**config.mk**
```make
export PLATFORM = sky130hd
export DESIGN_NAME = ocfl_top
export DESIGN_NICKNAME = d
export VERILOG_FILES = /design/src/rtl/ocfl_pkg.sv /design/src/rtl/ocfl_persist.sv /design/src/rtl/ocfl_top.sv
export SDC_FILE = /design/constraint.sdc
export NUM_CORES = 1
export LEC_CHECK = 0
export BUFFER_PORTS_ARGS = -buffer_cell sky130_fd_sc_hd__clkbuf_2
export CELL_PAD_IN_SITES_DETAIL_PLACEMENT = 0
export CELL_PAD_IN_SITES_GLOBAL_PLACEMENT = 2
export CORE_MARGIN = 5
export CORE_UTILIZATION = 34
export DETAILED_ROUTE_END_ITERATION = 8
export GPL_TIMING_DRIVEN = 0
export PLACE_DENSITY_LB_ADDON = 0.1
export REMOVE_ABC_BUFFERS = 1
export SLEW_MARGIN = 20
export SYNTH_ARGS = -nofsm -noshare
export SYNTH_HDL_FRONTEND = slang
export SYNTH_HIERARCHICAL = 1
export SYNTH_SLANG_ARGS = --single-unit
```
**constraint.sdc**
```tcl
create_clock -name pclk -period 13.5 [get_ports pclk]
set_input_delay 2.7 -clock pclk [delete_from_list [all_inputs] [get_ports pclk]]
set_output_delay 2.7 -clock pclk [all_outputs]
set_load 0.03 [all_outputs]
```
**src/rtl/ocfl_pkg.sv**
```systemverilog
// constants shared by the overcurrent fault and lock logic
// assumes a single 25 MHz clock and APB register access
package ocfl_pkg;

  // ==========================================================
  // clock and timing
  localparam int CLK_MHZ = 25;
  localparam int BASE_TRIP_NS = 2500;
  localparam int QUAL_ADD_NS [8] = '{0, 400, 2200, 4200, 6200, 8200, 10300, 12700};
  localparam int RELEASE_SETTLE_NS = 1000;
  localparam int RELEASE_SETTLE_CYC = (RELEASE_SETTLE_NS * CLK_MHZ + 999) / 1000;
  localparam int CNT_W = 9;

  // ==========================================================
  // register offsets (byte addresses)
  localparam logic [7:0] TRIM_CFG_OFS = 8'h00;
  localparam logic [7:0] FAULT_CFG_OFS = 8'h04;
  localparam logic [7:0] STATUS_OFS = 8'h08;

  // ==========================================================
  // trim configuration fields
  localparam int GAIN_LSB = 0;
  localparam int GAIN_W = 9;
  localparam int OFFS_LSB = 9;
  localparam int OFFS_W = 9;
  localparam int SIGN_BIT = 21;
  localparam int OT_DIS_BIT = 22;
  localparam int COMM_INH_BIT = 24;
  localparam int WR_LOCK_BIT = 25;
  localparam logic [31:0] TRIM_CFG_RST = 32'h0060_0000;
  localparam logic [31:0] TRIM_CFG_MASK = 32'h0367_ffff;

  // ==========================================================
  // fault configuration fields
  localparam int POS_LIM_LSB = 0;
  localparam int NEG_LIM_LSB = 7;
  localparam int LIM_W = 7;
  localparam int QUAL_LSB = 18;
  localparam int QUAL_W = 3;
  localparam int NEG_DIS_BIT = 21;
  localparam int POS_DIS_BIT = 22;
  localparam int HOLD_BIT = 23;
  localparam int HYST_LSB = 24;
  localparam int HYST_W = 2;
  localparam logic [31:0] FAULT_CFG_RST = 32'h0000_0000;
  localparam logic [31:0] FAULT_CFG_MASK = 32'h03fc_3fff;

  // ==========================================================
  // levels in tenths of a percent of full scale
  localparam int LIM_BASE_PM = 500;
  localparam int LIM_STEP_PM = 16;
  localparam int HYST_PM [4] = '{110, 220, 420, 750};
  localparam int HYST_FLOOR_PM = 250;

  // trip qualification time in cycles, least time rounded up
  function automatic logic [CNT_W-1:0] qual_cycles(input logic [QUAL_W-1:0] code);
    int ns;
    ns = BASE_TRIP_NS + QUAL_ADD_NS[code];
    return CNT_W'((ns * CLK_MHZ + 999) / 1000);
  endfunction

endpackage

```
**src/rtl/ocfl_persist.sv**
```systemverilog
// one fault channel: qualify, trip, release with settle or hold
// assumes inputs come from logic on the same clock
`timescale 1ns/1ps
module ocfl_persist (
  input wire logic pclk, // clock
  input wire logic presetn, // async reset, low
  input wire logic disable_i, // channel suppressed
  input wire logic over_i, // level beyond trip limit
  input wire logic below_i, // level inside release band
  input wire logic hold_i, // keep trip until reset or disable_i
  input wire logic [ocfl_pkg::CNT_W-1:0] qual_i, // trip cycles
  output logic trip_o // channel tripped
);

  typedef enum logic [1:0] {OCFL_IDLE, OCFL_QUAL, OCFL_TRIP, OCFL_SETTLE} ocfl_pst_t;

  localparam logic [ocfl_pkg::CNT_W-1:0] SETTLE_END = ocfl_pkg::CNT_W'(ocfl_pkg::RELEASE_SETTLE_CYC - 1);

  ocfl_pst_t state_r;
  logic [ocfl_pkg::CNT_W-1:0] cnt_r;

  // ==========================================================
  // state machine
  always_ff @(posedge pclk or negedge presetn) begin
    if (!presetn) begin
      state_r <= OCFL_IDLE;
      cnt_r <= '0;
    end else if (disable_i) begin
      state_r <= OCFL_IDLE;
      cnt_r <= '0;
    end else begin
      case (state_r)
        OCFL_IDLE: begin
          cnt_r <= ocfl_pkg::CNT_W'(1);
          if (over_i) begin
            state_r <= (qual_i <= ocfl_pkg::CNT_W'(1)) ? OCFL_TRIP : OCFL_QUAL;
          end
        end
        OCFL_QUAL: begin
          if (!over_i) begin
            state_r <= OCFL_IDLE;
          end else if (cnt_r + ocfl_pkg::CNT_W'(1) >= qual_i) begin
            state_r <= OCFL_TRIP;
          end
          cnt_r <= cnt_r + ocfl_pkg::CNT_W'(1);
        end
        OCFL_TRIP: begin
          cnt_r <= '0;
          if (!hold_i && below_i) begin
            state_r <= OCFL_SETTLE;
          end
        end
        OCFL_SETTLE: begin
          if (hold_i || !below_i) begin
            state_r <= OCFL_TRIP;
          end else if (cnt_r >= SETTLE_END) begin
            state_r <= OCFL_IDLE;
          end
          cnt_r <= cnt_r + ocfl_pkg::CNT_W'(1);
        end
        default: begin
          state_r <= OCFL_IDLE;
          cnt_r <= '0;
        end
      endcase
    end
  end

  assign trip_o = (state_r == OCFL_TRIP) || (state_r == OCFL_SETTLE);

endmodule

```
**src/rtl/ocfl_top.sv**
```systemverilog
// overcurrent fault decision, trim outputs and memory access locks
// assumes response samples on pclk, async pins for overvoltage and
// overtemperature, and an APB master for the configuration registers
`timescale 1ns/1ps

module ocfl_top #(
  parameter bit BIDIR = 1'b1 // bidirectional variant
) (
  input wire logic pclk, // clock 25 MHz
  input wire logic presetn, // async reset, low
  input wire logic psel, // apb select
  input wire logic penable, // apb enable
  input wire logic pwrite, // apb direction
  input wire logic [7:0] paddr, // apb byte address
  input wire logic [31:0] pwdata, // apb write data
  input wire logic [3:0] pstrb, // apb byte strobes
  output logic [31:0] prdata, // apb read data
  output logic pready, // apb ready
  output logic pslverr, // apb error
  input wire logic signed [15:0] resp_sample, // response, 0.1 %FS units
  input wire logic ot_trip_pin, // overtemperature comparator, async
  input wire logic hve_pin, // overvoltage entry detect, async
  input wire logic acc_valid, // memory access request
  input wire logic acc_write, // request is a write
  input wire logic acc_via_output, // request on sense output pin
  output logic acc_accept, // request accepted, pulse
  output logic acc_refuse, // request refused, pulse
  output logic signed [15:0] resp_out, // response after sign select
  output logic signed [15:0] gain_trim, // signed gain code
  output logic signed [15:0] offset_trim, // signed offset code
  output logic fault_n // fault pin, low on fault
);

  // ==========================================================
  // registers
  logic [31:0] trim_cfg_r;
  logic [31:0] fault_cfg_r;
  logic [31:0] prdata_r;
  logic pslverr_r;
  logic wr_en;
  logic rd_setup;
  logic addr_ok;
  logic [31:0] wmask;

  assign wr_en = psel && penable && pwrite;
  assign rd_setup = psel && !penable;
  assign addr_ok = (paddr == ocfl_pkg::TRIM_CFG_OFS) || (paddr == ocfl_pkg::FAULT_CFG_OFS) ||
                   (paddr == ocfl_pkg::STATUS_OFS);

  // byte strobes expanded to a bit mask
  genvar gb;
  generate
    for (gb = 0; gb < 4; gb++) begin : g_mask
      assign wmask[gb*8 +: 8] = {8{pstrb[gb]}};
    end
  endgenerate

  always_ff @(posedge pclk or negedge presetn) begin
    if (!presetn) begin
      trim_cfg_r <= ocfl_pkg::TRIM_CFG_RST;
    end else if (wr_en && paddr == ocfl_pkg::TRIM_CFG_OFS) begin
      trim_cfg_r <= ((trim_cfg_r & ~wmask) | (pwdata & wmask)) & ocfl_pkg::TRIM_CFG_MASK;
    end
  end

  always_ff @(posedge pclk or negedge presetn) begin
    if (!presetn) begin
      fault_cfg_r <= ocfl_pkg::FAULT_CFG_RST;
    end else if (wr_en && paddr == ocfl_pkg::FAULT_CFG_OFS) begin
      fault_cfg_r <= ((fault_cfg_r & ~wmask) | (pwdata & wmask)) & ocfl_pkg::FAULT_CFG_MASK;
    end
  end

  // ==========================================================
  // field views
  logic sign_sel;
  logic ot_dis;
  logic comm_inh;
  logic wr_lock;
  logic [ocfl_pkg::LIM_W-1:0] pos_overcurrent_limit;
  logic [ocfl_pkg::LIM_W-1:0] neg_overcurrent_limit;
  logic [ocfl_pkg::QUAL_W-1:0] overcurrent_persist_filter;
  logic [ocfl_pkg::HYST_W-1:0] overcurrent_release_margin;
  logic pos_trip_disable;
  logic neg_trip_disable;
  logic hold_en;

  assign sign_sel = trim_cfg_r[ocfl_pkg::SIGN_BIT];
  assign ot_dis = trim_cfg_r[ocfl_pkg::OT_DIS_BIT];
  assign comm_inh = trim_cfg_r[ocfl_pkg::COMM_INH_BIT];
  assign wr_lock = trim_cfg_r[ocfl_pkg::WR_LOCK_BIT];
  assign pos_overcurrent_limit = fault_cfg_r[ocfl_pkg::POS_LIM_LSB +: ocfl_pkg::LIM_W];
  assign neg_overcurrent_limit = fault_cfg_r[ocfl_pkg::NEG_LIM_LSB +: ocfl_pkg::LIM_W];
  assign overcurrent_persist_filter = fault_cfg_r[ocfl_pkg::QUAL_LSB +: ocfl_pkg::QUAL_W];
  assign overcurrent_release_margin = fault_cfg_r[ocfl_pkg::HYST_LSB +: ocfl_pkg::HYST_W];
  assign pos_trip_disable = fault_cfg_r[ocfl_pkg::POS_DIS_BIT];
  assign neg_trip_disable = fault_cfg_r[ocfl_pkg::NEG_DIS_BIT];
  assign hold_en = fault_cfg_r[ocfl_pkg::HOLD_BIT];

  // ==========================================================
  // pin synchronisers
  logic ot_meta_r;
  logic ot_sync_r;
  logic hve_meta_r;
  logic hve_sync_r;

  always_ff @(posedge pclk or negedge presetn) begin
    if (!presetn) begin
      ot_meta_r <= 1'b0;
      ot_sync_r <= 1'b0;
      hve_meta_r <= 1'b0;
      hve_sync_r <= 1'b0;
    end else begin
      ot_meta_r <= ot_trip_pin;
      ot_sync_r <= ot_meta_r;
      hve_meta_r <= hve_pin;
      hve_sync_r <= hve_meta_r;
    end
  end

  // ==========================================================
  // trim codes and response sign
  logic signed [16:0] resp_adj;

  always_ff @(posedge pclk or negedge presetn) begin
    if (!presetn) begin
      gain_trim <= 16'sh0000;
      offset_trim <= 16'sh0000;
    end else begin
      gain_trim <= 16'(signed'(trim_cfg_r[ocfl_pkg::GAIN_LSB +: ocfl_pkg::GAIN_W]));
      offset_trim <= 16'(signed'(trim_cfg_r[ocfl_pkg::OFFS_LSB +: ocfl_pkg::OFFS_W]));
    end
  end

  assign resp_adj = sign_sel ? 17'(resp_sample) : -17'(resp_sample);

  always_ff @(posedge pclk or negedge presetn) begin
    if (!presetn) begin
      resp_out <= 16'sh0000;
    end else if (resp_adj > 17'sh07fff) begin
      resp_out <= 16'sh7fff;
    end else begin
      resp_out <= 16'(resp_adj);
    end
  end

  // ==========================================================
  // trip and release levels
  logic signed [17:0] pos_lim_pm;
  logic signed [17:0] neg_lim_pm;
  logic signed [17:0] hyst_pm;
  logic signed [17:0] pos_hyst_pm;
  logic signed [17:0] neg_hyst_pm;
  logic signed [17:0] resp_ext;

  assign pos_lim_pm = 18'(ocfl_pkg::LIM_BASE_PM) + 18'(pos_overcurrent_limit) * 18'(ocfl_pkg::LIM_STEP_PM);
  assign neg_lim_pm = 18'(ocfl_pkg::LIM_BASE_PM) + 18'(neg_overcurrent_limit) * 18'(ocfl_pkg::LIM_STEP_PM);
  assign hyst_pm = 18'(ocfl_pkg::HYST_PM[overcurrent_release_margin]);
  assign pos_hyst_pm = (hyst_pm > pos_lim_pm - 18'(ocfl_pkg::HYST_FLOOR_PM)) ?
                       pos_lim_pm - 18'(ocfl_pkg::HYST_FLOOR_PM) : hyst_pm;
  assign neg_hyst_pm = (hyst_pm > neg_lim_pm - 18'(ocfl_pkg::HYST_FLOOR_PM)) ?
                       neg_lim_pm - 18'(ocfl_pkg::HYST_FLOOR_PM) : hyst_pm;
  assign resp_ext = 18'(resp_out);

  // ==========================================================
  // fault channels: 0 positive, 1 negative, 2 overtemperature
  logic [2:0] ch_dis;
  logic [2:0] ch_over;
  logic [2:0] ch_below;
  logic [ocfl_pkg::CNT_W-1:0] ch_qual [3];
  logic [2:0] ch_trip;

  assign ch_dis[0] = pos_trip_disable;
  assign ch_over[0] = resp_ext > pos_lim_pm;
  assign ch_below[0] = resp_ext < pos_lim_pm - pos_hyst_pm;
  assign ch_dis[1] = neg_trip_disable || !BIDIR;
  assign ch_over[1] = resp_ext < -neg_lim_pm;
  assign ch_below[1] = resp_ext > -(neg_lim_pm - neg_hyst_pm);
  assign ch_dis[2] = ot_dis;
  assign ch_over[2] = ot_sync_r;
  assign ch_below[2] = !ot_sync_r;
  assign ch_qual[0] = ocfl_pkg::qual_cycles(overcurrent_persist_filter);
  assign ch_qual[1] = ocfl_pkg::qual_cycles(overcurrent_persist_filter);
  assign ch_qual[2] = ocfl_pkg::CNT_W'(1);

  genvar gc;
  generate
    for (gc = 0; gc < 3; gc++) begin : g_ch
      ocfl_persist u_persist (
        .pclk(pclk),
        .presetn(presetn),
        .disable_i(ch_dis[gc]),
        .over_i(ch_over[gc]),
        .below_i(ch_below[gc]),
        .hold_i(hold_en),
        .qual_i(ch_qual[gc]),
        .trip_o(ch_trip[gc])
      );
    end
  endgenerate

  always_ff @(posedge pclk or negedge presetn) begin
    if (!presetn) begin
      fault_n <= 1'b1;
    end else begin
      fault_n <= ~(|ch_trip);
    end
  end

  // ==========================================================
  // memory access gating
  logic hv_entered_r;
  logic path_ok;
  logic acc_ok;
  logic last_refused_r;

  // output path opens after overvoltage entry
  always_ff @(posedge pclk or negedge presetn) begin
    if (!presetn) begin
      hv_entered_r <= 1'b0;
    end else if (hve_sync_r && !comm_inh) begin
      hv_entered_r <= 1'b1;
    end
  end

  assign path_ok = !acc_via_output || (!comm_inh && hv_entered_r);
  assign acc_ok = path_ok && !(acc_write && wr_lock);

  always_ff @(posedge pclk or negedge presetn) begin
    if (!presetn) begin
      acc_accept <= 1'b0;
      acc_refuse <= 1'b0;
    end else begin
      acc_accept <= acc_valid && acc_ok;
      acc_refuse <= acc_valid && !acc_ok;
    end
  end

  always_ff @(posedge pclk or negedge presetn) begin
    if (!presetn) begin
      last_refused_r <= 1'b0;
    end else if (acc_valid) begin
      last_refused_r <= !acc_ok;
    end
  end

  // ==========================================================
  // apb read path, data captured in setup cycle
  logic [31:0] status_w;

  assign status_w = {25'h0000000, last_refused_r, hv_entered_r, ~fault_n, ch_trip, 1'b0};

  always_ff @(posedge pclk or negedge presetn) begin
    if (!presetn) begin
      prdata_r <= 32'h0000_0000;
      pslverr_r <= 1'b0;
    end else if (rd_setup) begin
      pslverr_r <= !addr_ok || (pwrite && paddr == ocfl_pkg::STATUS_OFS);
      case (paddr)
        ocfl_pkg::TRIM_CFG_OFS: begin
          prdata_r <= trim_cfg_r;
        end
        ocfl_pkg::FAULT_CFG_OFS: begin
          prdata_r <= fault_cfg_r;
        end
        ocfl_pkg::STATUS_OFS: begin
          prdata_r <= status_w;
        end
        default: begin
          prdata_r <= 32'h0000_0000;
        end
      endcase
    end
  end

  assign prdata = (psel && penable && !pwrite) ? prdata_r : 32'h0000_0000;
  assign pready = 1'b1;
  assign pslverr = psel && penable && pslverr_r;

endmodule

```
==> impl_results.md <==
- Outcome: finished with violations
- Failing checks: setup timing
- Hold path endpoint: hve_sync_r$_DFF_PN0_
- PwrDens: 177 nW/um^2
- Rel. slew slack: 0.304
- Post-synth ARST share: 1.00
- Routed len/inst: 19.6 um
- Final net count: 2556
- Die W: 233 um
- DRC Markers: 0
- Int Pwr: 0.00195 W
- H-tree Lvls: 4
- Worst Path Max Fanout: 7
- Syn Inst Count: 2060
- Final Hold Fails: 0
- DIE HEIGHT: 233 um
- TritonCTS buffer count: 17
- Maximum VDD drop: 0.129 mV
- Final Cycle Share: 1.02
- Met3 Routed Length: 2560 um
- Ys flop type: dfrtp_1
- DRT Pass-1 Iters: 5
- GP Congestion: 0.835
- Crit Path Category: flop to flop
- Seq/Total Area, Yosys: 0.219
- IO Count: 155
- Lkg Pwr: 9.72 nW
- Netlist Area Pre-Place: 16900 um^2
- Fin. max-slew vios: 0
- CP Launch Type: flop
- Finished layout cell area: 21600 um^2
- Via Count: 16300
- Cell Area, Placed: 18000 um^2
- Final antenna-violating net count: 0
- Gr ovfl total: 0
- # port buffers: 141
- Vias/cell: 5.46
- Initial antenna violation count: 2
- HPWL after detailed placement: 44100 um
- Final Core Density: 0.440
- CP most frequent cell: ha_4
- Skew final: 0.0119 ns
- Crit-path max cell delay: 0.55 ns
- First-pass GRT wire length: 91700 um
- EDFF count, synth: 0
- Worst-Margin Slew: 1.04 ns
- 1st-iter DRT viols: 833
- Sequential Power Share: 0.137
- Clock slew at reported path FFs: 0.07 ns
- Placed cell count: 2795
- CP Capture Type: flop
- Yosys cell types: 125
- Clock sinks: 148
- Switching share of power: 0.489
- Hold Path Depth: 0
- Clock buffer depth: 2
- Gate power share: 0.740
- Die area: 54300 um^2
- Root buf cell: clkbuf_16
- Tightest Hold Check Type: flop to flop
- Psw: 0.00187 W
- Layout cells sized above 1: 0.295
- Total GRT Usage: 0.212
- Highest clock rate: 72.6 MHz
- Data required, critical path: 13.86 ns
- Post-Layout Cell Count: 2988
- Routed met2 length: 26600 um
- Dpl ws: -5.73 ns
- PnR worst setup slack: -0.275 ns
- Hold Crit Start: hve_meta_r$_DFF_PN0_
- CTS tree: done
- Max Used Layer: met4
- Crit-path slowest cell: fa_1
- Clk_lat worst skew: 0.44 ns
- Top-area cell type share of the netlist area: 0.215
- Maxcap violations: 0
- # setup viols final: 4
- Largest net degree at the start of global routing: 76
- R2r endpoint: g_ch[0].u_persist/state_r[1]$_DFFE_PN0P_
- WP data arrival: 14.14 ns
- Min Tclk post-route: 13.78 ns
- M1 WL: 28300 um
- Area Growth Syn to Fin: 27.7%
- Synth area leaders: dfrtp_1, ha_1, nand2_1
- Cell Rows: 81
- Syn avg cell area: 8.20 um^2
- RSZ-0062 raised after global routing: yes
- Core area: 49100 um^2
- Reg2Reg Setup Slack: -0.28 ns
- Area leader, netlist: dfrtp_1
- Flops & latches, synth: 148
- Worst R2R Path Depth: 68
- Final WL: 58500 um
- Clock power frac: 0.123
- Fillers: 5047
- Vias in the first global route: 16000
- Starting Density: 0.345
- Synth Warn #: 6
-- area by class of cell --
type | count | area [um^2] | area share
Inverter | 118 | 487 | 0.0226
Tap cell | 664 | 831 | 0.0385
Clock inverter | 12 | 108 | 0.00499
Antenna cell | 4 | 10.0 | 0.000464
Clock buffer | 20 | 457 | 0.0212
Multi-Input combinational cell | 1722 | 13800 | 0.642
Timing Repair Buffer | 300 | 2120 | 0.0984
Sequential cell | 148 | 3720 | 0.172
-- layout by cell type, fill, tap and decap left out, types with 25 or more instances in the layout --
cell | synthesis | routed
a21o_1 | 35 | 34
a21oi_1 | 117 | 103
and2_1 | 50 | 47
buf_4 | 35 | 133
clkbuf_2 | 1 | 140
conb_1 | 2 | 25
dfrtp_1 | 145 | 142
ha_1 | 176 | 150
ha_4 | 0 | 26
inv_1 | 112 | 105
mux2_2 | 52 | 50
mux2i_1 | 34 | 29
nand2_1 | 200 | 189
nand2b_1 | 35 | 34
nand3_1 | 66 | 63
nand4_1 | 25 | 25
nor2_1 | 149 | 142
nor2b_1 | 45 | 41
nor3_1 | 63 | 56
o21ai_0 | 87 | 76
xnor2_1 | 82 | 75
xor2_1 | 37 | 29
-- repair_timing --
action | in CTS | in global routing
gates cloned | 1 | 1
endpoints found under the setup margin | 4 | 4
pin swaps | 99 | 48
hold buffers | 0 | 0
resized for setup | 260 | 61
setup buffers | 128 | 27
-- power by group through the flow --
stage	sequential [W]	clock [W]	combinational (W)
final	0.000523	0.000468	0.00282
after CTS	0.000524	0.000485	0.00257
after detailed placement	0.000533	0	0.00200
after global placement	0.000533	0	0.00200
after floorplan	0.000525	0	0.00152
after global routing	0.000531	0.000502	0.00308
-- metrics by stage --
step | power [W] | hold WS, ns | TNS (ns)
finish | 0.00382 | 0.352 | -0.860
global route | 0.00411 | 0.363 | -2.99
CTS | 0.00358 | 0.355 | -0.248
detailed placement | 0.00253 | 0.340 | -22.64
global placement | 0.00253 | 0.335 | -27.47
floorplan | 0.00204 | 0.331 | -9.30
-- metal layers --
metal	global-route usage	vias up
met4	0.0513	0
met1	0.300	7924
met2	0.339	356
met5	0	-
li1	-	7981
met3	0.0337	64
-- worst max-delay path, delay by kind of cell (launching register included) --
kind / cells / cell delay, ns
AOI/OAI and AO/OA: 27 / 5.44
and+or+nand+nor: 15 / 2.89
adders and majority gates: 9 / 2.61
buffers and inverters: 13 / 1.44
muxes: 2 / 0.56
DFF: 1 / 0.44
xor gates and xnor gates: 2 / 0.26
-- kinds of logic (layout without fill, tap and decap cells) --
kind of cell | count (synthesis) | in the layout | synth area share
AO/OA/AOI/OAI | 520 | 520 | 0.221
XOR/XNOR | 119 | 119 | 0.0617
adder cells (fa/ha/maj) | 179 | 179 | 0.134
buffers and inverters | 215 | 450 | 0.0626
flip-flops | 148 | 148 | 0.219
multiplexers | 86 | 86 | 0.0548
other | 2 | 29 | 0.000444
AND/OR/NAND/NOR | 791 | 793 | 0.246
-- Yosys cell counts (12+ instances only) --
master	instances
or3_1	14
o21ai_0	87
clkbuf_1	37
mux2_2	52
a211oi_1	19
dfrtp_1	145
nor2b_1	45
or2_2	21
and3_1	16
a21o_1	35
buf_4	35
nand2_1	200
mux2i_1	34
nand3_1	66
nor4_1	23
o21a_1	24
nor3b_1	12
buf_6	13
a21oi_1	117
nor3_1	63
nand4_1	25
ha_1	176
o21ai_1	14
o31ai_1	27
nor2_1	149
inv_1	112
nand2b_1	35
and2_1	50
a31oi_1	21
xor2_1	37
xnor2_1	82
or4_1	12
o211ai_1	21
-- worst max path at each step --
stage | from | end | slack, ns | depth (start not counted)
3_5_place_dp | flop | g_ch[1].u_persist/state_r[1]$_DFFE_PN0P_ | -5.73 | 61
5_1_grt | flop | g_ch[0].u_persist/state_r[1]$_DFFE_PN0P_ | -0.80 | 69
3_3_place_gp | flop | g_ch[1].u_persist/state_r[1]$_DFFE_PN0P_ | -6.93 | 60
2_1_floorplan | flop | g_ch[0].u_persist/state_r[1]$_DFFE_PN0P_ | -2.42 | 63
4_1_cts | flop | g_ch[1].u_persist/state_r[1]$_DFFE_PN0P_ | -0.13 | 65
6_report | flop | g_ch[0].u_persist/state_r[1]$_DFFE_PN0P_ | -0.28 | 68
No activity file was read; power rests on OpenSTA's default activity.
